<file path="config.mk">
export PLATFORM = sky130hd
export DESIGN_NAME = scoc_top
export DESIGN_NICKNAME = d
export VERILOG_FILES = /design/src/scoc_pkg.sv /design/src/scoc_top.sv
export SDC_FILE = /design/constraint.sdc
export NUM_CORES = 1
export LEC_CHECK = 0
export ABC_AREA = 1
export CORE_ASPECT_RATIO = 0.7
export CORE_UTILIZATION = 55
export DETAILED_ROUTE_END_ITERATION = 7
export DONT_BUFFER_PORTS = 1
export PLACE_DENSITY = 0.7
export SETUP_SLACK_MARGIN = 0.2
export SLEW_MARGIN = 20
export SYNTH_ARGS = -nofsm -noshare
export SYNTH_HDL_FRONTEND = slang
export SYNTH_SLANG_ARGS = --single-unit
</file>
<file path="constraint.sdc">
create_clock -name clk_i -period 2.4 [get_ports clk_i]
set_input_delay 0.24 -clock clk_i [delete_from_list [all_inputs] [get_ports clk_i]]
set_output_delay 0.24 -clock clk_i [all_outputs]
set_load 0.03 [all_outputs]
</file>
<file path="src/scoc_pkg.sv">
// Package of constants and types for the system clock and oscillator control block
package scoc_pkg;

  // ----------------------------------------------------------------
  // Bus and register layout
  // ----------------------------------------------------------------
  localparam int unsigned BUS_W  = 32;
  localparam int unsigned REG_W  = 16;
  localparam int unsigned TRIM_W = 8;

  // Register index; the byte address is four times the index
  localparam logic [31:0] IDX_SYS_CTRL  = 32'h5000_0012;
  localparam logic [31:0] IDX_SYS_STAT  = 32'h5000_0014;
  localparam logic [31:0] IDX_TRIM_TIME = 32'h5000_0016;
  localparam logic [31:0] IDX_SLOW_OSC  = 32'h5000_0020;
  localparam logic [31:0] IDX_FAST_OSC  = 32'h5000_0022;
  localparam logic [31:0] IDX_EXTRA_RC  = 32'h5000_0024;
  // Address bits [DEC_W+1:2] are compared against the low index bits
  localparam int unsigned DEC_W = 16;

  // Reset values of the stored registers
  localparam logic [15:0] RST_SYS_CTRL  = 16'h0000;
  localparam logic [15:0] RST_TRIM_TIME = 16'h00a2;
  localparam logic [15:0] RST_SLOW_OSC  = 16'h079c;
  localparam logic [15:0] RST_FAST_OSC  = 16'h00a0;
  localparam logic [15:0] RST_EXTRA_RC  = 16'h0170;
  localparam logic [5:0]  RST_DOMAINS   = 6'h15;

  // Writable bits; all others are reserved and read as zero
  localparam logic [15:0] WM_SYS_CTRL  = 16'h0017;
  localparam logic [15:0] WM_TRIM_TIME = 16'h00ff;
  localparam logic [15:0] WM_SLOW_OSC  = 16'h1fff;
  localparam logic [15:0] WM_FAST_OSC  = 16'h03ff;
  localparam logic [15:0] WM_EXTRA_RC  = 16'h1ff0;

  // ----------------------------------------------------------------
  // Field positions
  // ----------------------------------------------------------------
  localparam int unsigned F_REMAP_LSB    = 0;
  localparam int unsigned F_KEEP_RAM     = 2;
  localparam int unsigned F_COPY_EN      = 4;
  localparam int unsigned F_TRIM_LSB     = 4;
  localparam int unsigned F_SETTLE_LSB   = 0;
  localparam int unsigned F_AMP_OFF      = 12;
  localparam int unsigned F_SRC_TRIM_LSB = 8;
  localparam int unsigned F_SRC_ON       = 7;
  localparam int unsigned F_SXT_CUR_LSB  = 3;
  localparam int unsigned F_SXT_RES_LSB  = 1;
  localparam int unsigned F_SXT_ON       = 0;
  localparam int unsigned F_NOISE_ON     = 9;
  localparam int unsigned F_BIAS_HOLD    = 8;
  localparam int unsigned F_FXT_CUR_LSB  = 5;
  localparam int unsigned F_FRC_TRIM_LSB = 1;
  localparam int unsigned F_FRC_ON       = 0;
  localparam int unsigned F_XRC_PICK     = 12;
  localparam int unsigned F_XRC_ON       = 11;
  localparam int unsigned F_XRC_LOWF     = 10;
  localparam int unsigned F_XRC_BIAS_LSB = 8;
  localparam int unsigned F_XRC_NTC_LSB  = 4;

  // ----------------------------------------------------------------
  // Timing
  // ----------------------------------------------------------------
  localparam int unsigned TICK_PERIOD_US = 250;
  localparam logic [11:0] TICK_DIV       = 12'hfa0;

  typedef enum logic [1:0] {
    SCOC_IDLE   = 2'b00,
    SCOC_TRIM   = 2'b01,
    SCOC_SETTLE = 2'b11,
    SCOC_DONE   = 2'b10
  } scoc_seq_t;

endpackage

</file>
<file path="src/scoc_top.sv">
// System control, status, crystal trim sequencer and oscillator control registers
// Operation
// [RULE1] Two-bit field picks memory at address zero
// [RULE2] Retention bit keeps system domain on, no copy
// [RULE3] Software sets copy bit to emulate startup time
// [RULE4] Settled flag rises only after settle wait
// [RULE5] Trim-ready shows applied trim equals programmed value
// [RULE6] Domain up/down status pairs, reset up0 down1
// [RULE7] Trim delay field in 250 us steps
// [RULE8] Settle delay field in 250 us steps
// [RULE9] Code N waits between N-1 and N ticks
// [RULE10] Tick is fast RC clock divided 4000
// [RULE11] Software sets amp-loop-off only for external clock
// [RULE12] Slow RC four-bit trim, resets to 7
// [RULE13] Slow RC and slow crystal enable bits
// [RULE14] Slow crystal bias current field, resets 3
// [RULE15] Slow crystal bias resistor field, resets 2
// [RULE16] Software toggles bias hold around deep sleep
// [RULE17] Fast crystal bias current field, resets 5
// [RULE18] Fast RC trim and enable, reset 0
// [RULE19] Fast crystal noise filter enable bit 9
// [RULE20] Extra RC enable, source pick, low frequency
// [RULE21] Copy bit copies OTP to RAM on wake
// [RULE22] Reserved bits read zero, status ignores writes
//
// The Wishbone slave port was decided locally.
`timescale 1ns/10ps
module scoc_top (
  input  wire logic        clk_i,
  input  wire logic        rst_i,
  // ----------------------------------------------------------------
  // Wishbone slave
  // ----------------------------------------------------------------
  input  wire logic [31:0] adr_i,
  input  wire logic [31:0] dat_i,
  output logic      [31:0] dat_o,
  input  wire logic        we_i,
  input  wire logic [3:0]  sel_i,
  input  wire logic        cyc_i,
  input  wire logic        stb_i,
  output logic             ack_o,
  // ----------------------------------------------------------------
  // Hardware side
  // ----------------------------------------------------------------
  input  wire logic        fast_rc_pulse_i,
  input  wire logic        fast_crystal_enable_i,
  input  wire logic [7:0]  crystal_adjust_value_i,
  input  wire logic        system_power_domain_wake_i,
  input  wire logic        system_power_domain_sleep_req_i,
  input  wire logic        debug_domain_on_i,
  input  wire logic        debug_domain_off_i,
  input  wire logic        peripheral_domain_on_i,
  input  wire logic        peripheral_domain_off_i,
  input  wire logic        radio_domain_on_i,
  input  wire logic        radio_domain_off_i,
  output logic [1:0]       boot_memory_select_o,
  output logic             dev_keep_system_ram_o,
  output logic             system_power_domain_off_o,
  output logic             ram_copy_start_o,
  output logic [7:0]       fast_crystal_trim_o,
  output logic             fast_crystal_trim_apply_o,
  output logic             fast_crystal_settled_o,
  output logic             fast_crystal_adjust_done_o,
  output logic             slow_crystal_amp_loop_off_o,
  output logic [3:0]       slow_rc_freq_adjust_o,
  output logic             slow_rc_on_o,
  output logic [3:0]       slow_crystal_bias_current_o,
  output logic [1:0]       slow_crystal_bias_resistor_o,
  output logic             slow_crystal_on_o,
  output logic             fast_crystal_noise_filter_on_o,
  output logic             fast_crystal_bias_hold_on_o,
  output logic [2:0]       fast_crystal_bias_current_o,
  output logic [3:0]       fast_rc_freq_adjust_o,
  output logic             fast_rc_on_o,
  output logic             slow_source_pick_extra_rc_o,
  output logic             extra_rc_on_o,
  output logic             extra_rc_very_low_freq_o,
  output logic [1:0]       extra_rc_bias_o,
  output logic [3:0]       extra_rc_temp_adjust_o
);

  // ----------------------------------------------------------------
  // Declarations
  // ----------------------------------------------------------------
  logic [15:0]       sys_ctrl_q;
  logic [15:0]       trim_time_q;
  logic [15:0]       slow_osc_q;
  logic [15:0]       fast_osc_q;
  logic [15:0]       extra_rc_q;
  logic [5:0]        domains_q;
  logic              ack_q;
  logic [31:0]       dat_q;
  logic [31:0]       dat_d;
  logic              req;
  logic              wr;
  logic [15:0]       wdat;
  logic [15:0]       bmask;
  logic [15:0]       word_adr;
  logic              hit_sys;
  logic              hit_stat;
  logic              hit_trim;
  logic              hit_slow;
  logic              hit_fast;
  logic              hit_xrc;
  logic [11:0]       div_q;
  logic              tick;
  scoc_pkg::scoc_seq_t state_q;
  logic [3:0]        cnt_q;
  logic              apply_q;
  logic              settled_q;
  logic [7:0]        applied_q;
  logic              adjust_done_q;
  logic              copy_q;
  logic              pd_off_q;
  logic [3:0]        trim_code;
  logic [3:0]        settle_code;
  logic              keep_ram;
  logic              copy_en;

  // ----------------------------------------------------------------
  // Bus decode
  // ----------------------------------------------------------------
  assign req      = cyc_i & stb_i;
  assign wr       = req & we_i & ack_q;
  assign word_adr = adr_i[scoc_pkg::DEC_W+1:2];
  assign hit_sys  = word_adr == scoc_pkg::IDX_SYS_CTRL[15:0];
  assign hit_stat = word_adr == scoc_pkg::IDX_SYS_STAT[15:0];
  assign hit_trim = word_adr == scoc_pkg::IDX_TRIM_TIME[15:0];
  assign hit_slow = word_adr == scoc_pkg::IDX_SLOW_OSC[15:0];
  assign hit_fast = word_adr == scoc_pkg::IDX_FAST_OSC[15:0];
  assign hit_xrc  = word_adr == scoc_pkg::IDX_EXTRA_RC[15:0];
  assign wdat     = dat_i[15:0];
  assign bmask    = {{8{sel_i[1]}}, {8{sel_i[0]}}};

  // Merge only enabled lanes and writable bits; reserved bits stay zero
  function automatic logic [15:0] merge(input logic [15:0] old, input logic [15:0] wmask);
    merge = (old & ~(bmask & wmask)) | (wdat & bmask & wmask); // RULE22
  endfunction

  // Ack one cycle after the request, dropped the cycle after
  always_ff @(posedge clk_i) begin
    if (rst_i) begin
      ack_q <= 1'b0;
    end else begin
      ack_q <= req & ~ack_q;
    end
  end

  always_comb begin
    dat_d = 32'h0000_0000;
    unique case (1'b1)
      hit_sys:  dat_d[15:0] = sys_ctrl_q;
      hit_stat: dat_d[15:0] = {8'h00, settled_q, adjust_done_q, domains_q}; // RULE6
      hit_trim: dat_d[15:0] = trim_time_q;
      hit_slow: dat_d[15:0] = slow_osc_q;
      hit_fast: dat_d[15:0] = fast_osc_q;
      hit_xrc:  dat_d[15:0] = extra_rc_q;
      default:  dat_d = 32'h0000_0000;
    endcase
  end

  // Read data sampled at the request edge, presented with ack
  always_ff @(posedge clk_i) begin
    if (rst_i) begin
      dat_q <= 32'h0000_0000;
    end else if (req & ~ack_q) begin
      dat_q <= dat_d;
    end
  end

  assign ack_o = ack_q;
  assign dat_o = dat_q;

  // ----------------------------------------------------------------
  // Control registers
  // ----------------------------------------------------------------
  // Status has no write path, so writes to it are dropped
  always_ff @(posedge clk_i) begin
    if (rst_i) begin
      sys_ctrl_q  <= scoc_pkg::RST_SYS_CTRL;
      trim_time_q <= scoc_pkg::RST_TRIM_TIME;
      slow_osc_q  <= scoc_pkg::RST_SLOW_OSC;
      fast_osc_q  <= scoc_pkg::RST_FAST_OSC;
      extra_rc_q  <= scoc_pkg::RST_EXTRA_RC;
    end else if (wr) begin
      if (hit_sys) begin
        sys_ctrl_q <= merge(sys_ctrl_q, scoc_pkg::WM_SYS_CTRL); // RULE1
      end
      if (hit_trim) begin
        trim_time_q <= merge(trim_time_q, scoc_pkg::WM_TRIM_TIME); // RULE7
      end
      if (hit_slow) begin
        slow_osc_q <= merge(slow_osc_q, scoc_pkg::WM_SLOW_OSC); // RULE12
      end
      if (hit_fast) begin
        fast_osc_q <= merge(fast_osc_q, scoc_pkg::WM_FAST_OSC); // RULE18
      end
      if (hit_xrc) begin
        extra_rc_q <= merge(extra_rc_q, scoc_pkg::WM_EXTRA_RC); // RULE20
      end
    end
  end

  assign keep_ram    = sys_ctrl_q[scoc_pkg::F_KEEP_RAM];
  assign copy_en     = sys_ctrl_q[scoc_pkg::F_COPY_EN];
  assign trim_code   = trim_time_q[scoc_pkg::F_TRIM_LSB+:4];
  assign settle_code = trim_time_q[scoc_pkg::F_SETTLE_LSB+:4];

  // Field outputs straight from the register flops
  assign boot_memory_select_o           = sys_ctrl_q[scoc_pkg::F_REMAP_LSB+:2]; // RULE1
  assign dev_keep_system_ram_o          = keep_ram;
  assign slow_crystal_amp_loop_off_o    = slow_osc_q[scoc_pkg::F_AMP_OFF];
  assign slow_rc_freq_adjust_o          = slow_osc_q[scoc_pkg::F_SRC_TRIM_LSB+:4]; // RULE12
  assign slow_rc_on_o                   = slow_osc_q[scoc_pkg::F_SRC_ON]; // RULE13
  assign slow_crystal_bias_current_o    = slow_osc_q[scoc_pkg::F_SXT_CUR_LSB+:4]; // RULE14
  assign slow_crystal_bias_resistor_o   = slow_osc_q[scoc_pkg::F_SXT_RES_LSB+:2]; // RULE15
  assign slow_crystal_on_o              = slow_osc_q[scoc_pkg::F_SXT_ON]; // RULE13
  assign fast_crystal_noise_filter_on_o = fast_osc_q[scoc_pkg::F_NOISE_ON]; // RULE19
  assign fast_crystal_bias_hold_on_o    = fast_osc_q[scoc_pkg::F_BIAS_HOLD];
  assign fast_crystal_bias_current_o    = fast_osc_q[scoc_pkg::F_FXT_CUR_LSB+:3]; // RULE17
  assign fast_rc_freq_adjust_o          = fast_osc_q[scoc_pkg::F_FRC_TRIM_LSB+:4]; // RULE18
  assign fast_rc_on_o                   = fast_osc_q[scoc_pkg::F_FRC_ON]; // RULE18
  assign slow_source_pick_extra_rc_o    = extra_rc_q[scoc_pkg::F_XRC_PICK]; // RULE20
  assign extra_rc_on_o                  = extra_rc_q[scoc_pkg::F_XRC_ON]; // RULE20
  assign extra_rc_very_low_freq_o       = extra_rc_q[scoc_pkg::F_XRC_LOWF]; // RULE20
  assign extra_rc_bias_o                = extra_rc_q[scoc_pkg::F_XRC_BIAS_LSB+:2];
  assign extra_rc_temp_adjust_o         = extra_rc_q[scoc_pkg::F_XRC_NTC_LSB+:4];

  // ----------------------------------------------------------------
  // Power domain status and RAM copy
  // ----------------------------------------------------------------
  always_ff @(posedge clk_i) begin
    if (rst_i) begin
      domains_q <= scoc_pkg::RST_DOMAINS;
    end else begin
      domains_q <= {debug_domain_on_i, debug_domain_off_i, peripheral_domain_on_i,
                    peripheral_domain_off_i, radio_domain_on_i, radio_domain_off_i}; // RULE6
    end
  end

  // Copy bit alone does nothing while RAM is kept; it only shapes startup time
  always_ff @(posedge clk_i) begin
    if (rst_i) begin
      copy_q   <= 1'b0;
      pd_off_q <= 1'b0;
    end else begin
      copy_q   <= system_power_domain_wake_i & copy_en & ~keep_ram; // RULE21 RULE2 RULE3
      pd_off_q <= system_power_domain_sleep_req_i & ~keep_ram; // RULE2
    end
  end

  assign ram_copy_start_o          = copy_q;
  assign system_power_domain_off_o = pd_off_q;

  // ----------------------------------------------------------------
  // Tick divider
  // ----------------------------------------------------------------
  // Free running, so the first tick after a start is not aligned
  assign tick = fast_rc_pulse_i & (div_q == scoc_pkg::TICK_DIV - 12'h001); // RULE10

  always_ff @(posedge clk_i) begin
    if (rst_i) begin
      div_q <= 12'h000;
    end else if (fast_rc_pulse_i) begin
      div_q <= tick ? 12'h000 : div_q + 12'h001; // RULE10
    end
  end

  // ----------------------------------------------------------------
  // Crystal trim sequencer
  // ----------------------------------------------------------------
  always_ff @(posedge clk_i) begin
    if (rst_i) begin
      state_q   <= scoc_pkg::SCOC_IDLE;
      cnt_q     <= 4'h0;
      apply_q   <= 1'b0;
      settled_q <= 1'b0;
    end else begin
      apply_q <= 1'b0;
      if (!fast_crystal_enable_i) begin
        state_q   <= scoc_pkg::SCOC_IDLE;
        settled_q <= 1'b0;
      end else begin
        unique case (state_q)
          scoc_pkg::SCOC_IDLE: begin
            cnt_q   <= trim_code; // RULE7
            state_q <= scoc_pkg::SCOC_TRIM;
          end
          scoc_pkg::SCOC_TRIM: begin
            if (cnt_q == 4'h0) begin
              apply_q <= 1'b1; // RULE7
              cnt_q   <= settle_code; // RULE8
              state_q <= scoc_pkg::SCOC_SETTLE;
            end else if (tick) begin
              cnt_q <= cnt_q - 4'h1; // RULE9
            end
          end
          scoc_pkg::SCOC_SETTLE: begin
            if (cnt_q == 4'h0) begin
              settled_q <= 1'b1; // RULE4 RULE8
              state_q   <= scoc_pkg::SCOC_DONE;
            end else if (tick) begin
              cnt_q <= cnt_q - 4'h1; // RULE9
            end
          end
          scoc_pkg::SCOC_DONE: begin
            state_q <= scoc_pkg::SCOC_DONE;
          end
        endcase
      end
    end
  end

  // Applied trim is compared every cycle against the programmed value
  always_ff @(posedge clk_i) begin
    if (rst_i) begin
      applied_q     <= 8'h00;
      adjust_done_q <= 1'b1;
    end else begin
      if (apply_q) begin
        applied_q <= crystal_adjust_value_i;
      end
      adjust_done_q <= (applied_q == crystal_adjust_value_i); // RULE5
    end
  end

  assign fast_crystal_trim_o        = applied_q;
  assign fast_crystal_trim_apply_o  = apply_q;
  assign fast_crystal_settled_o     = settled_q;
  assign fast_crystal_adjust_done_o = adjust_done_q;
endmodule

</file>
# Word-level counts from Yosys, hierarchy flattened
# Cells that the tools add are included.
classes:
  addsub: 2
  n_eq_ne: 14
  mux: 10
  n_bitwise: 28
  reduce_logical: 13
ops:
  columns: ["cell", "count"]
  rows:
  - ["$pmux 16 s6", 1]
  - ["$and 16x16->16", 5]
  - ["$eq 16x5->1 const B", 3]
  - ["$eq 16x6->1 const B", 3]
  - ["$not 13->16", 2]
  - ["$or 16x13->16", 2]
  - ["$not 10->16", 1]
  - ["$not 5->16", 1]
  - ["$not 8->16", 1]
  - ["$or 16x10->16", 1]
  - ["$or 16x5->16", 1]
  - ["$or 16x8->16", 1]
  - ["$reduce_and 2->1", 7]
  - ["$and 13x13->13", 1]
  - ["$add 12x1->12 const B", 1]
  - ["$eq 12x12->1 const B", 1]
  - ["$mux 12", 1]
  - ["$mux 4", 3]
  - ["$pmux 4 s3", 1]
  - ["$and 1x1->1", 8]
  - ["$eq 8x8->1", 1]
  - ["$pmux 2 s4", 1]
  - ["$ne 2x2->1 const B", 3]
  - ["$eq 2x2->1 const B", 2]
  - ["11 further kinds", 15]
totals:
  register_bits: 134
  in_bits: 91
  output_inout_bits: 81
  elab_cells: 84

# Longest topological paths before layout
depth:
  word_depth: 5
  ltp_mapped: 11
  mapped_depth_nobuf: 11

# Worst setup path after synthesis
# No wires, ideal clock.
synth_timing:
  path_kind: "reg-to-reg"
  startpoint: "reg ack_q (netlist: ack_o)"
  endpoint: "reg with a tool-made name"
  setup_ns: 0.074
  arrival_ns: 1.407
  required_time_ns: 2.326
  path_slack_ns: 0.918
  path_stages_with_launch: 8
  path_buffers: 1
  synth_period_minus_slack_ns: 1.482
  cell_sequence: "dfxtp_1 -> nand2_1 -> nor2_1 -> nand2_2 -> nor2_2 -> buf_4 -> a21oi_1 -> o21ai_0"
synth_lines:
  columns: ["element", "line_no", "rtl"]
  rows:
  - ["start, declared", "scoc_top.sv:91", "logic ack_q;"]
  - ["start signal, assigned", "scoc_top.sv:145", "ack_q <= req & ~ack_q;"]

==> impl_metrics.toml <==
[cts]
cts_resized = 0
cts_made_buffers = 9
cts_sinks = 95
htreeDepth = 3
cts_tree = "built"
clock_latency_ns = 0.34
root_buffer = "clkbuf_16"
clkTransAtPathRegs_ns = 0.06
clock_path_buffers = 2

[setup_path]
start_kind = "flop"
cp_slowest_cell = "nor2_2"
crit_chain = "buf_4, nand2_1, nor2_1, nand2_2, nor2_2, o21ai_0, a21oi_1"
path_class = "flop to flop"
endpoint_kind = "flop"
reg2reg_depth = 7
critical-path-max-stage-delay_ns = 0.53
critPathArrivalTime_ns = 2.15
critPathMaxFanout = 16
required_ns = 2.67

[detailed_routing]
wl_per_cell_um = 15.9
first_pass_iters = 5
num_vias = 4089
drt_iter0_drc = 258
wl_um = 11600
antenna_left = 0
route.detailed.drc = 0
avgViaCountPerCell = 5.63

[layout]
drive_gt1_share_pct = 8.32
diodes = 0
final_area_mm2 = 0.00486
fill_cells = 706
finalNetCount = 713
final_common_cell = "nand2_1"
syn_to_final_growth_pct = 8.13
fin_cells = 726
mostFrequentLayoutCells = "110 x nand2_1, 95 x dfxtp_1, 66 x nand3_1"

[grt]
grt_usage_pct = 28.8
antenna_found_initial = 0
grt_pass1_vias = 3742
grt_start_max_net_pins = 37
overflow = 0
grt_pass1_wl_um = 18400

[sta]
period_share_pct = 78.1
hold_viol_final = 0
finalWorstSetupSlack_ns = 0.524
period_minus_slack_ns = 1.88
finalMaxSlewViolations = 0
final-setup-viol-count = 0
fmax_mhz = 533
slew_headroom_pct = 33.1
tightest_slew_ns = 1.00
finalSetupTns_ns = 0
finClkSkew_ns = 0.00432
rsz0062_at_grt = "no"
holdWs_ns = 0.000170

[die]
dieArea_mm2 = 0.00854
pin_count = 172
die_x_um = 110
core_area_mm2 = 0.00787
die_h_um = 77.6
initial_core_util_pct = 57.1
rows = 27

[outcome]
status = "finished clean"

[yosys]
yosysWarnings = 0
yosys.cell_types.count = 38
syn_avg_cell_area_um2 = 7.24
synthCells = 620
synth_seq_cells = 95
yosysSeqAreaShare_pct = 42.3
syn_area_mm2 = 0.00449

[pwr]
ir_drop_uv = 466
p_leak_nw = 2.11
power_density_mw_per_mm2 = 694

[place]
place_congestion = 0.902
portBuffers = 0
place_inst = 705
dp_hpwl_um = 8360
place_area_mm2 = 0.00448
place_ws_ns = 0.607

[run]
cap_violations = 0

[hold_path]
hold_depth = 2
hold_path_class = "input port to flop"
[path summary, 6_finish.rpt]
check	from	slack [ns]	end
setup / recovery	ack_o	0.52	flop
hold / removal	radio_domain_on_i	0.0002	domains_q[1]
setup reg to reg	ack_o	0.52	flop
hold reg to reg	cnt_q[0]	0.48	cnt_q[0]
[Yosys cell counts]
master    instances  area, um^2
nand2_1         110         413
dfxtp_1          95        1900
nand3_1          66         330
a21oi_1          62         310
inv_1            58         218
nor2_1           55         206
o21ai_0          46         230
buf_4            22         165
o211ai_1         13        97.6
clkbuf_1         12        45.0
nor3_1           10        50.1
or2_2             8        50.1
nor2_2            7        43.8
nand4_1           6        37.5
inv_2             5        18.8
nor2_4            5        56.3
o21ai_1           5        25.0
xnor2_1           5        43.8
buf_2             4        20.0
nand2_2           3        18.8
a31oi_1           2        12.5
ha_1              2        25.0
nor3_4            2        32.5
nor3b_1           2        15.0
o21a_1            2        15.0
a211oi_1          1        7.51
a21boi_0          1        7.51
a21boi_1          1        7.51
and2_1            1        6.26
buf_6             1        11.3
clkinv_1          1        3.75
conb_1            1        3.75
nand2_4           1        11.3
nor2_8            1        20.0
nor3_2            1        10.0
nor4_1            1        6.26
o22ai_1           1        6.26
xor2_1            1        8.76
[layout make-up]
| type | count | area [um^2] | area share, % |
|---|---|---|---|
| Sequential cell | 95 | 1900 | 39.2 |
| Inverter | 64 | 240 | 4.95 |
| Clock inverter | 3 | 65.1 | 1.34 |
| Tap cell | 101 | 126 | 2.60 |
| Multi-Input combinational cell | 440 | 2180 | 44.8 |
| Clock buffer | 13 | 260 | 5.36 |
| Timing Repair Buffer | 10 | 87.6 | 1.80 |
[critical path: cells and delay by family (launching register included)]
kind,cells,cell delay (ns)
AND/OR/NAND/NOR,4,1.04
AO/OA/AOI/OAI,2,0.29
flip-flops,1,0.31
buffers and inverters,1,0.16
[where the power goes]
group / leakage [nW] / switching (mW) / internal (mW)
sequential: 0.770 / 0.0279 / 1.60
clock: 0.160 / 0.581 / 0.969
combinational: 1.18 / 0.144 / 0.0524
[metal layers]
layer / part of all wire, % / track usage, %
met5: 0 / 0
met4: 1.5 / 9.87
met3: 10 / 9.66
met2: 41 / 39.0
met1: 47 / 42.1
[cells by family (layout without fill, tap and decap cells)]
| group | Yosys count | in the layout | share of synthesized area (%) |
|---|---|---|---|
| simple gates | 279 | 279 | 29.1 |
| other cells | 1 | 19 | 0.0835 |
| fa+ha+maj | 2 | 2 | 0.557 |
| xor+xnor | 6 | 6 | 1.17 |
| compound gates | 134 | 134 | 16.0 |
| flops | 95 | 95 | 42.3 |
| buf+inv | 103 | 90 | 10.7 |
[through the flow]
| step | total power [mW] | utilization, % |
|---|---|---|
| after floorplan | 1.84 | - |
| after detailed placement | 1.84 | 56.9 |
| after CTS | 3.39 | 61.7 |
| after global placement | 1.83 | 56.9 |
| after global routing | 3.48 | 61.7 |
| final | 3.37 | 61.7 |
[what timing repair did]
action	in CTS	in global routing
endpoints found under the hold margin	25	0
buffers inserted	0	0
setup endpoints to repair	0	0
hold buffers	5	0
Power figures use the tool's default switching activity.
